File: src/scid_pkg.sv
// scid_pkg: constants and types shared by the system control block
// assumes a byte wide register space behind a 24-bit serial frame
package scid_pkg;

    // serial frame layout: 1 direction bit, 15 address bits, 8 data bits
    localparam int         ADDR_W           = 15;
    localparam int         DATA_W           = 8;
    localparam int         FRAME_W          = 24;
    localparam logic [4:0] HDR_LAST_BIT     = 5'h0F;
    localparam logic [4:0] HDR_BITS         = 5'h10;
    localparam logic [4:0] FRAME_LAST_BIT   = 5'h17;
    localparam int         DIR_BIT_POS      = 15;
    localparam logic       DIR_READ         = 1'b1;

    // register offsets
    localparam logic [14:0] OFF_SOFT_RESET  = 15'h0000;
    localparam logic [14:0] OFF_SLEEP       = 15'h0002;
    localparam logic [14:0] OFF_PART_TYPE   = 15'h0003;
    localparam logic [14:0] OFF_PROD_HI     = 15'h0004;
    localparam logic [14:0] OFF_PROD_LO     = 15'h0005;
    localparam logic [14:0] OFF_SI_REV      = 15'h0006;
    localparam logic [14:0] OFF_MAKER_HI    = 15'h000C;
    localparam logic [14:0] OFF_MAKER_LO    = 15'h000D;

    // field positions
    localparam int SOFT_RESET_BIT           = 7;
    localparam int THREE_WIRE_OFF_BIT       = 4;
    localparam int SLEEP_BIT                = 0;

    // reset values
    localparam logic SOFT_RESET_RST         = 1'b0;
    localparam logic THREE_WIRE_OFF_RST     = 1'b0;
    localparam logic SLEEP_RST              = 1'b0;

    // one less than the clk_sys cycles the internal reset is held after the cycle of the soft reset write
    localparam int SOFT_RESET_HOLD_CYCLES   = 4;

    // pin synchroniser depth
    localparam int SYNC_STAGES              = 3;

    typedef enum logic [1:0] {
        SCID_HEADER = 2'b00,
        SCID_LOAD   = 2'b01,
        SCID_DATA   = 2'b10,
        SCID_DONE   = 2'b11
    } scid_state_t;

endpackage : scid_pkg

File: src/scid_reg_if.sv
// scid_reg_if: register access path from serial engine to register bank
// assumes both ends run on clk_sys; rdata is combinational from addr
interface scid_reg_if;
    logic        wr_stb;
    logic [14:0] addr;
    logic [7:0]  wdata;
    logic [7:0]  rdata;

    modport engine (output wr_stb, output addr, output wdata, input rdata);
    modport bank   (input wr_stb, input addr, input wdata, output rdata);
endinterface : scid_reg_if

File: src/scid_pin_sync.sv
// scid_pin_sync: three-stage synchroniser with agreement filter
// assumes inputs are asynchronous pins; output changes once the second
// and third stages agree
module scid_pin_sync
    import scid_pkg::*;
#(
    parameter int               WIDTH   = 3,
    parameter logic [WIDTH-1:0] RST_VAL = '0
)(
    input  wire logic             clk_sys,
    input  wire logic             reset,
    input  wire logic [WIDTH-1:0] din,
    output logic      [WIDTH-1:0] dout
);

    logic [WIDTH-1:0] meta_r;
    logic [WIDTH-1:0] stage2_r;
    logic [WIDTH-1:0] stage3_r;
    logic [WIDTH-1:0] level_r;
    logic [WIDTH-1:0] level_nxt;

    if (WIDTH < 1)
    begin : g_bad_width
        $error("scid_pin_sync: WIDTH must be at least 1");
    end

    // a bit moves only when stages two and three agree
    always_comb
    begin
        for (int i = 0; i < WIDTH; i++)
        begin
            level_nxt[i] = (stage2_r[i] == stage3_r[i]) ? stage3_r[i]
                                                        : level_r[i];
        end
    end

    // meta_r is read by stage2_r only
    always_ff @(posedge clk_sys)
    begin
        if (reset)
        begin
            meta_r   <= RST_VAL;
            stage2_r <= RST_VAL;
            stage3_r <= RST_VAL;
            level_r  <= RST_VAL;
        end
        else
        begin
            meta_r   <= din;
            stage2_r <= meta_r;
            stage3_r <= stage2_r;
            level_r  <= level_nxt;
        end
    end

    assign dout = level_r;

endmodule : scid_pin_sync

File: src/scid_reg_bank.sv
// scid_reg_bank: soft reset, wire mode, sleep and identification registers
// assumes single-cycle write strobes from the serial engine
module scid_reg_bank
    import scid_pkg::*;
#(
    parameter logic [7:0]  PART_TYPE_CODE = 8'h3C,  // arbitrary value
    parameter logic [15:0] PRODUCT_CODE   = 16'hA55A, // arbitrary value
    parameter logic [7:0]  SI_REV_CODE    = 8'h12,  // arbitrary value
    parameter logic [15:0] MAKER_CODE     = 16'h00B7, // arbitrary value
    parameter int          RESET_HOLD     = SOFT_RESET_HOLD_CYCLES
)(
    input  wire logic  clk_sys,
    input  wire logic  reset,
    scid_reg_if.bank   rif,
    output logic       device_reset,
    output logic       three_wire_readback_off,
    output logic       sleep_request
);

    localparam int CNT_W = $clog2(RESET_HOLD + 1);
    localparam logic [CNT_W-1:0] HOLD_LOAD = CNT_W'(RESET_HOLD);

    logic             three_wire_off_r;
    logic             three_wire_off_nxt;
    logic             sleep_r;
    logic             sleep_nxt;
    logic [CNT_W-1:0] hold_cnt_r;
    logic [CNT_W-1:0] hold_cnt_nxt;
    logic             dev_rst_r;
    logic             dev_rst_nxt;
    logic             wr_ctrl;
    logic             wr_sleep;

    if (RESET_HOLD < 1)
    begin : g_bad_hold
        $error("scid_reg_bank: RESET_HOLD must be at least 1");
    end

    // read decode; unmapped offsets and reserved bits read zero
    function automatic logic [7:0] read_mux(input logic [14:0] a,
                                            input logic        busy,
                                            input logic        tw_off,
                                            input logic        slp);
        logic [7:0] d;
        d = 8'h00;
        case (a)
            OFF_SOFT_RESET:
            begin
                d[SOFT_RESET_BIT]     = busy;
                d[THREE_WIRE_OFF_BIT] = tw_off;
            end
            OFF_SLEEP:     d[SLEEP_BIT] = slp;
            OFF_PART_TYPE: d = PART_TYPE_CODE;
            OFF_PROD_HI:   d = PRODUCT_CODE[15:8];
            OFF_PROD_LO:   d = PRODUCT_CODE[7:0];
            OFF_SI_REV:    d = SI_REV_CODE;
            OFF_MAKER_HI:  d = MAKER_CODE[15:8];
            OFF_MAKER_LO:  d = MAKER_CODE[7:0];
            default:       d = 8'h00;
        endcase
        return d;
    endfunction : read_mux

    // only offsets 0 and 2 accept writes; identification bytes ignore them
    assign wr_ctrl  = rif.wr_stb && (rif.addr == OFF_SOFT_RESET);
    assign wr_sleep = rif.wr_stb && (rif.addr == OFF_SLEEP);

    // soft reset holds the device in reset, then drops by itself
    always_comb
    begin
        three_wire_off_nxt = three_wire_off_r;
        sleep_nxt          = sleep_r;
        hold_cnt_nxt       = hold_cnt_r;
        dev_rst_nxt        = 1'b0;
        if (hold_cnt_r != '0)
        begin
            // full reset: every setting back to its power-on value
            hold_cnt_nxt       = hold_cnt_r - CNT_W'(1);
            dev_rst_nxt        = 1'b1;
            three_wire_off_nxt = THREE_WIRE_OFF_RST;
            sleep_nxt          = SLEEP_RST;
        end
        else if (wr_ctrl && rif.wdata[SOFT_RESET_BIT])
        begin
            hold_cnt_nxt       = HOLD_LOAD;
            dev_rst_nxt        = 1'b1;
            three_wire_off_nxt = THREE_WIRE_OFF_RST;
            sleep_nxt          = SLEEP_RST;
        end
        else
        begin
            if (wr_ctrl)
                three_wire_off_nxt = rif.wdata[THREE_WIRE_OFF_BIT];
            if (wr_sleep)
                sleep_nxt = rif.wdata[SLEEP_BIT];
        end
    end

    always_ff @(posedge clk_sys)
    begin
        if (reset)
        begin
            three_wire_off_r <= THREE_WIRE_OFF_RST;
            sleep_r          <= SLEEP_RST;
            hold_cnt_r       <= '0;
            dev_rst_r        <= SOFT_RESET_RST;
        end
        else
        begin
            three_wire_off_r <= three_wire_off_nxt;
            sleep_r          <= sleep_nxt;
            hold_cnt_r       <= hold_cnt_nxt;
            dev_rst_r        <= dev_rst_nxt;
        end
    end

    assign rif.rdata = read_mux(rif.addr, dev_rst_r, three_wire_off_r,
                                sleep_r);
    assign device_reset            = dev_rst_r;
    assign three_wire_readback_off = three_wire_off_r;
    assign sleep_request           = sleep_r;

endmodule : scid_reg_bank

File: src/scid_sys_ctrl.sv
// scid_sys_ctrl: serial slave and system control registers of the clock
// conditioner. all serial pins are sampled on clk_sys, so the serial clock
// must stay high and low for at least 8 clk_sys periods each.
// the pin-function selections come from registers on the same clock.
//
// Contract
// - writing one to bit 7 at offset 0 resets the device and the bit clears.
// - bit 4 at offset 0 turns 3-wire readback off when one, on when zero.
// - after power-on the soft reset and 3-wire-off bits read zero.
// - 4-wire readback appears only on a pin whose function selects it.
// - 3-wire and 4-wire readback may run together.
// - bit 0 at offset 2 puts the whole device to sleep while set.
// - offset 3 reads a fixed 8-bit part type code.
// - offsets 4 and 5 read the fixed 16-bit product code, high byte first.
// - offset 6 reads a fixed 8-bit silicon revision code.
// - offsets 0xC and 0xD read the fixed 16-bit maker code, high first.
module scid_sys_ctrl
    import scid_pkg::*;
#(
    parameter logic [7:0]  PART_TYPE_CODE = 8'h3C,    // arbitrary value
    parameter logic [15:0] PRODUCT_CODE   = 16'hA55A, // arbitrary value
    parameter logic [7:0]  SI_REV_CODE    = 8'h12,    // arbitrary value
    parameter logic [15:0] MAKER_CODE     = 16'h00B7, // arbitrary value
    parameter int          RESET_HOLD     = SOFT_RESET_HOLD_CYCLES
)(
    input  wire logic clk_sys,
    input  wire logic reset,
    input  wire logic spi_sclk,
    input  wire logic spi_cs_n,
    input  wire logic spi_sdio_in,
    output logic      spi_sdio_out,
    output logic      spi_sdio_oe,
    input  wire logic input_select0_pin_function_rb,
    input  wire logic reset_pin_function_rb,
    output logic      sel0_pin_out,
    output logic      sel0_pin_oe,
    output logic      reset_pin_out,
    output logic      reset_pin_oe,
    output logic      device_reset,
    output logic      three_wire_readback_off,
    output logic      sleep_request
);

    // filtered pin levels: {sclk, cs_n, sdio}
    logic [2:0]  pins_f;
    logic        sclk_f;
    logic        cs_n_f;
    logic        sdio_f;
    logic        sclk_rise;
    logic        sclk_fall;

    // engine state
    scid_state_t state_r;
    scid_state_t state_nxt;
    logic [4:0]  bit_cnt_r;
    logic [4:0]  bit_cnt_nxt;
    logic [23:0] shift_r;
    logic [23:0] shift_nxt;
    logic        rd_r;
    logic        rd_nxt;
    logic [14:0] addr_r;
    logic [14:0] addr_nxt;
    logic [7:0]  tx_r;
    logic [7:0]  tx_nxt;
    logic        sending_r;
    logic        sending_nxt;
    logic        wr_stb_r;
    logic        wr_stb_nxt;
    logic [7:0]  wdata_r;
    logic [7:0]  wdata_nxt;
    logic        sclk_prev_r;

    // pin drive registers
    logic        sdio_out_r;
    logic        sdio_out_nxt;
    logic        sdio_oe_r;
    logic        sdio_oe_nxt;
    logic        sel0_out_r;
    logic        sel0_out_nxt;
    logic        sel0_oe_r;
    logic        sel0_oe_nxt;
    logic        rstp_out_r;
    logic        rstp_out_nxt;
    logic        rstp_oe_r;
    logic        rstp_oe_nxt;

    logic        tw_off;

    scid_reg_if rif ();

    if (FRAME_W != int'(FRAME_LAST_BIT) + 1)
    begin : g_bad_frame
        $error("scid_sys_ctrl: frame length and bit counter disagree");
    end

    // cs_n idles high so a frame never starts out of reset
    scid_pin_sync #(
        .WIDTH   (3),
        .RST_VAL (3'h2)
    ) u_pin_sync (
        .clk_sys (clk_sys),
        .reset   (reset),
        .din     ({spi_sclk, spi_cs_n, spi_sdio_in}),
        .dout    (pins_f)
    );

    assign sclk_f = pins_f[2];
    assign cs_n_f = pins_f[1];
    assign sdio_f = pins_f[0];

    scid_reg_bank #(
        .PART_TYPE_CODE (PART_TYPE_CODE),
        .PRODUCT_CODE   (PRODUCT_CODE),
        .SI_REV_CODE    (SI_REV_CODE),
        .MAKER_CODE     (MAKER_CODE),
        .RESET_HOLD     (RESET_HOLD)
    ) u_reg_bank (
        .clk_sys                 (clk_sys),
        .reset                   (reset),
        .rif                     (rif),
        .device_reset            (device_reset),
        .three_wire_readback_off (tw_off),
        .sleep_request           (sleep_request)
    );

    assign three_wire_readback_off = tw_off;

    // register access travels on the interface
    assign rif.wr_stb = wr_stb_r;
    assign rif.addr   = addr_r;
    assign rif.wdata  = wdata_r;

    // edges of the filtered serial clock
    assign sclk_rise = sclk_f && !sclk_prev_r;
    assign sclk_fall = !sclk_f && sclk_prev_r;

    // frame engine: data in on rising edges, readback moves on falling
    always_comb
    begin
        state_nxt   = state_r;
        bit_cnt_nxt = bit_cnt_r;
        shift_nxt   = shift_r;
        rd_nxt      = rd_r;
        addr_nxt    = addr_r;
        tx_nxt      = tx_r;
        sending_nxt = sending_r;
        wr_stb_nxt  = 1'b0;
        wdata_nxt   = wdata_r;
        if (cs_n_f)
        begin
            // deselect aborts any frame; a partial write is dropped
            state_nxt   = SCID_HEADER;
            bit_cnt_nxt = '0;
            sending_nxt = 1'b0;
            tx_nxt      = 8'h00;
        end
        else
        begin
            case (state_r)
                SCID_HEADER:
                begin
                    if (sclk_rise)
                    begin
                        shift_nxt   = {shift_r[22:0], sdio_f};
                        bit_cnt_nxt = bit_cnt_r + 5'h01;
                        if (bit_cnt_r == HDR_LAST_BIT)
                        begin
                            rd_nxt    = shift_nxt[DIR_BIT_POS] == DIR_READ;
                            addr_nxt  = shift_nxt[14:0];
                            state_nxt = SCID_LOAD;
                        end
                    end
                end
                SCID_LOAD:
                begin
                    // address settled last cycle, read data is now valid
                    if (rd_r)
                    begin
                        tx_nxt      = rif.rdata;
                        sending_nxt = 1'b1;
                    end
                    state_nxt = SCID_DATA;
                end
                SCID_DATA:
                begin
                    if (sclk_rise)
                    begin
                        shift_nxt   = {shift_r[22:0], sdio_f};
                        bit_cnt_nxt = bit_cnt_r + 5'h01;
                        if (bit_cnt_r == FRAME_LAST_BIT)
                        begin
                            state_nxt = SCID_DONE;
                            if (!rd_r)
                            begin
                                wr_stb_nxt = 1'b1;
                                wdata_nxt  = shift_nxt[7:0];
                            end
                        end
                    end
                    else if (sclk_fall && bit_cnt_r > HDR_BITS)
                    begin
                        // the fall after the 16th rise keeps bit 7 up
                        tx_nxt = {tx_r[6:0], 1'b0};
                    end
                end
                SCID_DONE:
                begin
                    // extra clocks are ignored until deselect
                    if (sclk_fall)
                    begin
                        sending_nxt = 1'b0;
                        tx_nxt      = 8'h00;
                    end
                end
                default:
                begin
                    state_nxt = SCID_HEADER;
                end
            endcase
        end
    end

    always_ff @(posedge clk_sys)
    begin
        if (reset)
        begin
            state_r     <= SCID_HEADER;
            bit_cnt_r   <= '0;
            shift_r     <= '0;
            rd_r        <= 1'b0;
            addr_r      <= '0;
            tx_r        <= 8'h00;
            sending_r   <= 1'b0;
            wr_stb_r    <= 1'b0;
            wdata_r     <= 8'h00;
            sclk_prev_r <= 1'b0;
        end
        else
        begin
            state_r     <= state_nxt;
            bit_cnt_r   <= bit_cnt_nxt;
            shift_r     <= shift_nxt;
            rd_r        <= rd_nxt;
            addr_r      <= addr_nxt;
            tx_r        <= tx_nxt;
            sending_r   <= sending_nxt;
            wr_stb_r    <= wr_stb_nxt;
            wdata_r     <= wdata_nxt;
            sclk_prev_r <= sclk_f;
        end
    end

    // readback pins: 3-wire shares sdio, 4-wire uses a selected output pin;
    // both may drive the same bit at once
    always_comb
    begin
        sdio_oe_nxt  = sending_nxt && !tw_off;
        sdio_out_nxt = sdio_oe_nxt && tx_nxt[7];
        sel0_oe_nxt  = input_select0_pin_function_rb;
        sel0_out_nxt = input_select0_pin_function_rb && sending_nxt
                       && tx_nxt[7];
        rstp_oe_nxt  = reset_pin_function_rb;
        rstp_out_nxt = reset_pin_function_rb && sending_nxt
                       && tx_nxt[7];
    end

    always_ff @(posedge clk_sys)
    begin
        if (reset)
        begin
            sdio_out_r <= 1'b0;
            sdio_oe_r  <= 1'b0;
            sel0_out_r <= 1'b0;
            sel0_oe_r  <= 1'b0;
            rstp_out_r <= 1'b0;
            rstp_oe_r  <= 1'b0;
        end
        else
        begin
            sdio_out_r <= sdio_out_nxt;
            sdio_oe_r  <= sdio_oe_nxt;
            sel0_out_r <= sel0_out_nxt;
            sel0_oe_r  <= sel0_oe_nxt;
            rstp_out_r <= rstp_out_nxt;
            rstp_oe_r  <= rstp_oe_nxt;
        end
    end

    assign spi_sdio_out  = sdio_out_r;
    assign spi_sdio_oe   = sdio_oe_r;
    assign sel0_pin_out  = sel0_out_r;
    assign sel0_pin_oe   = sel0_oe_r;
    assign reset_pin_out = rstp_out_r;
    assign reset_pin_oe  = rstp_oe_r;

endmodule : scid_sys_ctrl

File: config.mk
export PLATFORM = sky130hd
export DESIGN_NAME = scid_sys_ctrl
export DESIGN_NICKNAME = d
export VERILOG_FILES = /design/src/scid_pkg.sv /design/src/scid_reg_if.sv /design/src/scid_pin_sync.sv /design/src/scid_reg_bank.sv /design/src/scid_sys_ctrl.sv
export SDC_FILE = /design/constraint.sdc
export NUM_CORES = 1
export LEC_CHECK = 0
export BUFFER_PORTS_ARGS = -buffer_cell sky130_fd_sc_hd__buf_2
export CAP_MARGIN = 10
export CELL_PAD_IN_SITES_DETAIL_PLACEMENT = 1
export CELL_PAD_IN_SITES_GLOBAL_PLACEMENT = 2
export CORE_MARGIN = 4
export CORE_UTILIZATION = 30
export CTS_BUF_LIST = sky130_fd_sc_hd__clkbuf_8 sky130_fd_sc_hd__clkbuf_16
export CTS_CLUSTER_SIZE = 12
export DETAILED_ROUTE_END_ITERATION = 10
export PLACE_DENSITY = 0.67
export SKIP_CTS_REPAIR_TIMING = 1
export SLEW_MARGIN = 10
export SYNTH_ARGS = -nofsm -noshare
export SYNTH_HDL_FRONTEND = slang
export SYNTH_SLANG_ARGS = --single-unit
export TNS_END_PERCENT = 1
File: constraint.sdc
create_clock -name clk_sys -period 2.3 [get_ports clk_sys]
set_input_delay 0.46 -clock clk_sys [delete_from_list [all_inputs] [get_ports clk_sys]]
set_output_delay 0.46 -clock clk_sys [all_outputs]
set_load 0.05 [all_outputs]
==> impl_metrics.tcl <==
set metrics [dict create \
    status "finished clean" \
    drv_cap 0 \
    synth_top_family_by_area "simple AND/OR/NAND/NOR gates" \
    slew_headroom_pct 37.3 \
    dp.cells 484 \
    portBuffers 15 \
    cts_tree "done" \
    core_area_sq_um 10500 \
    via_per_inst 4.95 \
    grt-ovfl-total 0 \
    multi_input_area_sq_um 1620 \
    path_clk_slew_ns 0.08 \
    leakage_nw 1.30 \
    htreeDepth 3 \
    syn_to_final_growth_pct 11.3 \
    yosysSeqAreaShare_pct 46.6 \
    antenna_found_initial 0 \
    reg2reg_from "state_r[1]$_SDFFE_PP0P_" \
    fin_setup_tns_ns 0 \
    worstPathRequired_ns 2.56 \
    start_kind "flop" \
    synth_mux_area_share_pct 6.52 \
    rows 37 \
    finClkSkew_ns 0.00784 \
    hp-start "spi_cs_n" \
    diodes 0 \
    drt_first_pass_iters 4 \
    synthFlopType "dfxtp_1" \
    end_kind "flop" \
    ys_types 59 \
    die_h_microns 112 \
    tightest_slew_ns 0.935 \
    syn_area_sq_um 3260 \
    crit_type "reg -> reg" \
    wire_per_inst_microns 15.1 \
    finalPower_mw 2.47 \
    die_area_sq_um 12600 \
    rsz0062_at_grt "no" \
    critPathMaxStageDelay_ns 0.53 \
    crit_fanout 6 \
    synthArstFlopShare_pct 0 \
    final_cell_mix "dfxtp_1 (76), nor2_1 (38), nand2_1 (36), a21oi_1 (27), mux2i_1 (19)" \
    crit_family "compound AO/OA/AOI/OAI gates" \
    synth_warnings 0 \
    nNetsFinal 376 \
    io_pins 16 \
    synth_fa_ha_area_share_pct 3.84 \
    initial_core_util_pct 31.2 \
    totalWireLength_microns 7540 \
    num-fill-cells 1242 \
    drtIter0Drc 76 \
    synth-xor-area-share_pct 0.806 \
    cts_sinks 76 \
    gp_congestion 0.722 \
    numCtsBuffers 9 \
    fin_cells 499 \
    hold_viol_final 0 \
    path_cells "inv_1, ha_1, nor2b_1, a211oi_1, a21oi_2, a22o_1" \
    synthCells 345 \
    fmax_ghz 0.509 \
    grt_max_degree 59 \
    critical_path.startpoint "state_r[1]$_SDFFE_PP0P_" \
    die_w_microns 112 \
    hp-class "in -> reg" \
    ys_ff_latch 76 \
    vias 2471 \
    drv_slew 0 \
    grt_pass1_wl_microns 12900 \
    dp_hpwl_microns 5280 \
    synth_edf_count 0 \
    grt_pass1_vias 2569 \
    synth_compound_area_share_pct 15.1 \
    clock_latency_ns 0.36 \
    ant_nets 0 \
    syn_nets 362 \
    drc 0 \
    timing.hold.ws_ns 0.278 \
    avgSynthCellArea_sq_um 9.45 \
    cp_data_arrival_time_ns 2.22 \
    finalSetupViolCount 0 \
    cts_root_buf "clkbuf_8" \
    min_period_over_period_pct 85.3 \
    fin_util_pct 34.7 \
    path_buf_inv 1 \
    final.min_clock_period_ns 1.96 \
    vdd_drop_max_uv 406 \
    yosys.area_share.simple_pct 23.3 \
    layout_commonest_cell "dfxtp_1" \
    clk_path_buf_depth 2 \
    slowest_stage "a211oi_1" \
    powerDensity_nw_per_um2 680 \
    drive_above_1_share_pct 14.3 \
    grt.total_usage_pct 12.8 \
    regArea_sq_um 1520 \
]
==> worst paths after layout <==
| check | to | slack, ns | cells after the start |
|---|---|---|---|
| max | tx_r[0]$_SDFFE_PP0P_ | 0.34 | 6 |
| min | u_pin_sync.meta_r[1]$_SDFF_PP1_ | 0.28 | 2 |
| max reg2reg | tx_r[0]$_SDFFE_PP0P_ | 0.34 | 6 |
| min reg2reg | u_pin_sync.stage2_r[1]$_SDFF_PP1_ | 0.42 | 1 |
==> Yosys cell counts (4+ instances only) <==
cell,count,share of area [%]
a21o_1,4,0.92
a21oi_1,27,4.1
a22o_1,6,1.6
buf_2,6,0.92
clkbuf_1,8,0.92
dfxtp_1,76,47
ha_1,10,3.8
inv_1,11,1.3
mux2i_1,19,5.8
nand2_1,36,4.1
nand3_1,4,0.61
nor2_1,38,4.4
nor2b_1,10,1.9
nor3b_1,4,0.92
o21ai_0,11,1.7
or2_2,6,1.2
==> routing by layer <==
layer  share of wire [%]  global-route usage [%]  up-vias
met3                 2.9                    4.53        8
met5                   0                       0        -
met4                 1.3                    4.33        0
met2                  47                    20.9       16
met1                  49                    15.8     1215
li1                    -                       -     1232
==> registers in the layout (all words and copies together) (netlist names), 2 cells and up <==
register / count
addr_r: 15
shift_r: 15
tx_r: 8
bit_cnt_r: 5
rif.wdata: 3
u_pin_sync.dout: 3
u_pin_sync.meta_r: 3
u_pin_sync.stage2_r: 3
u_pin_sync.stage3_r: 3
u_reg_bank.hold_cnt_r: 3
state_r: 2
==> stage by stage <==
step	instance area [sq um]	worst slack [ns]
3_3_place_gp	3460	0.400
3_5_place_dp	3460	0.327
2_1_floorplan	3260	0.515
5_1_grt	3630	0.0731
6_report	3630	0.337
4_1_cts	3630	0.300
==> power by group <==
part           internal [mW]  leakage (nW)  total [mW]  switching, mW
Combinational         0.0646         0.593       0.186          0.121
Sequential              1.35         0.615        1.37         0.0232
Clock                  0.409        0.0893       0.912          0.503
Total                   1.82          1.30        2.47          0.648
==> final cells by class <==
class	count	share of cell area, %
multi-input combinational	241	44.5
sequential	76	41.9
tap	136	4.69
clock buffer	10	3.79
timing repair buffer	20	3.10
inverter	11	1.14
clock inverter	5	0.827
==> kinds of logic (layout without fill, tap and decap cells) <==
logic type,after synthesis,count (layout)
XOR/XNOR,3,3
flip-flops,76,76
multiplexers,21,21
adder cells (fa/ha/maj),10,10
AND/OR/NAND/NOR,134,134
AO/OA/AOI/OAI,73,73
buffers and inverters,28,46
(Power assumes the default switching activity.)
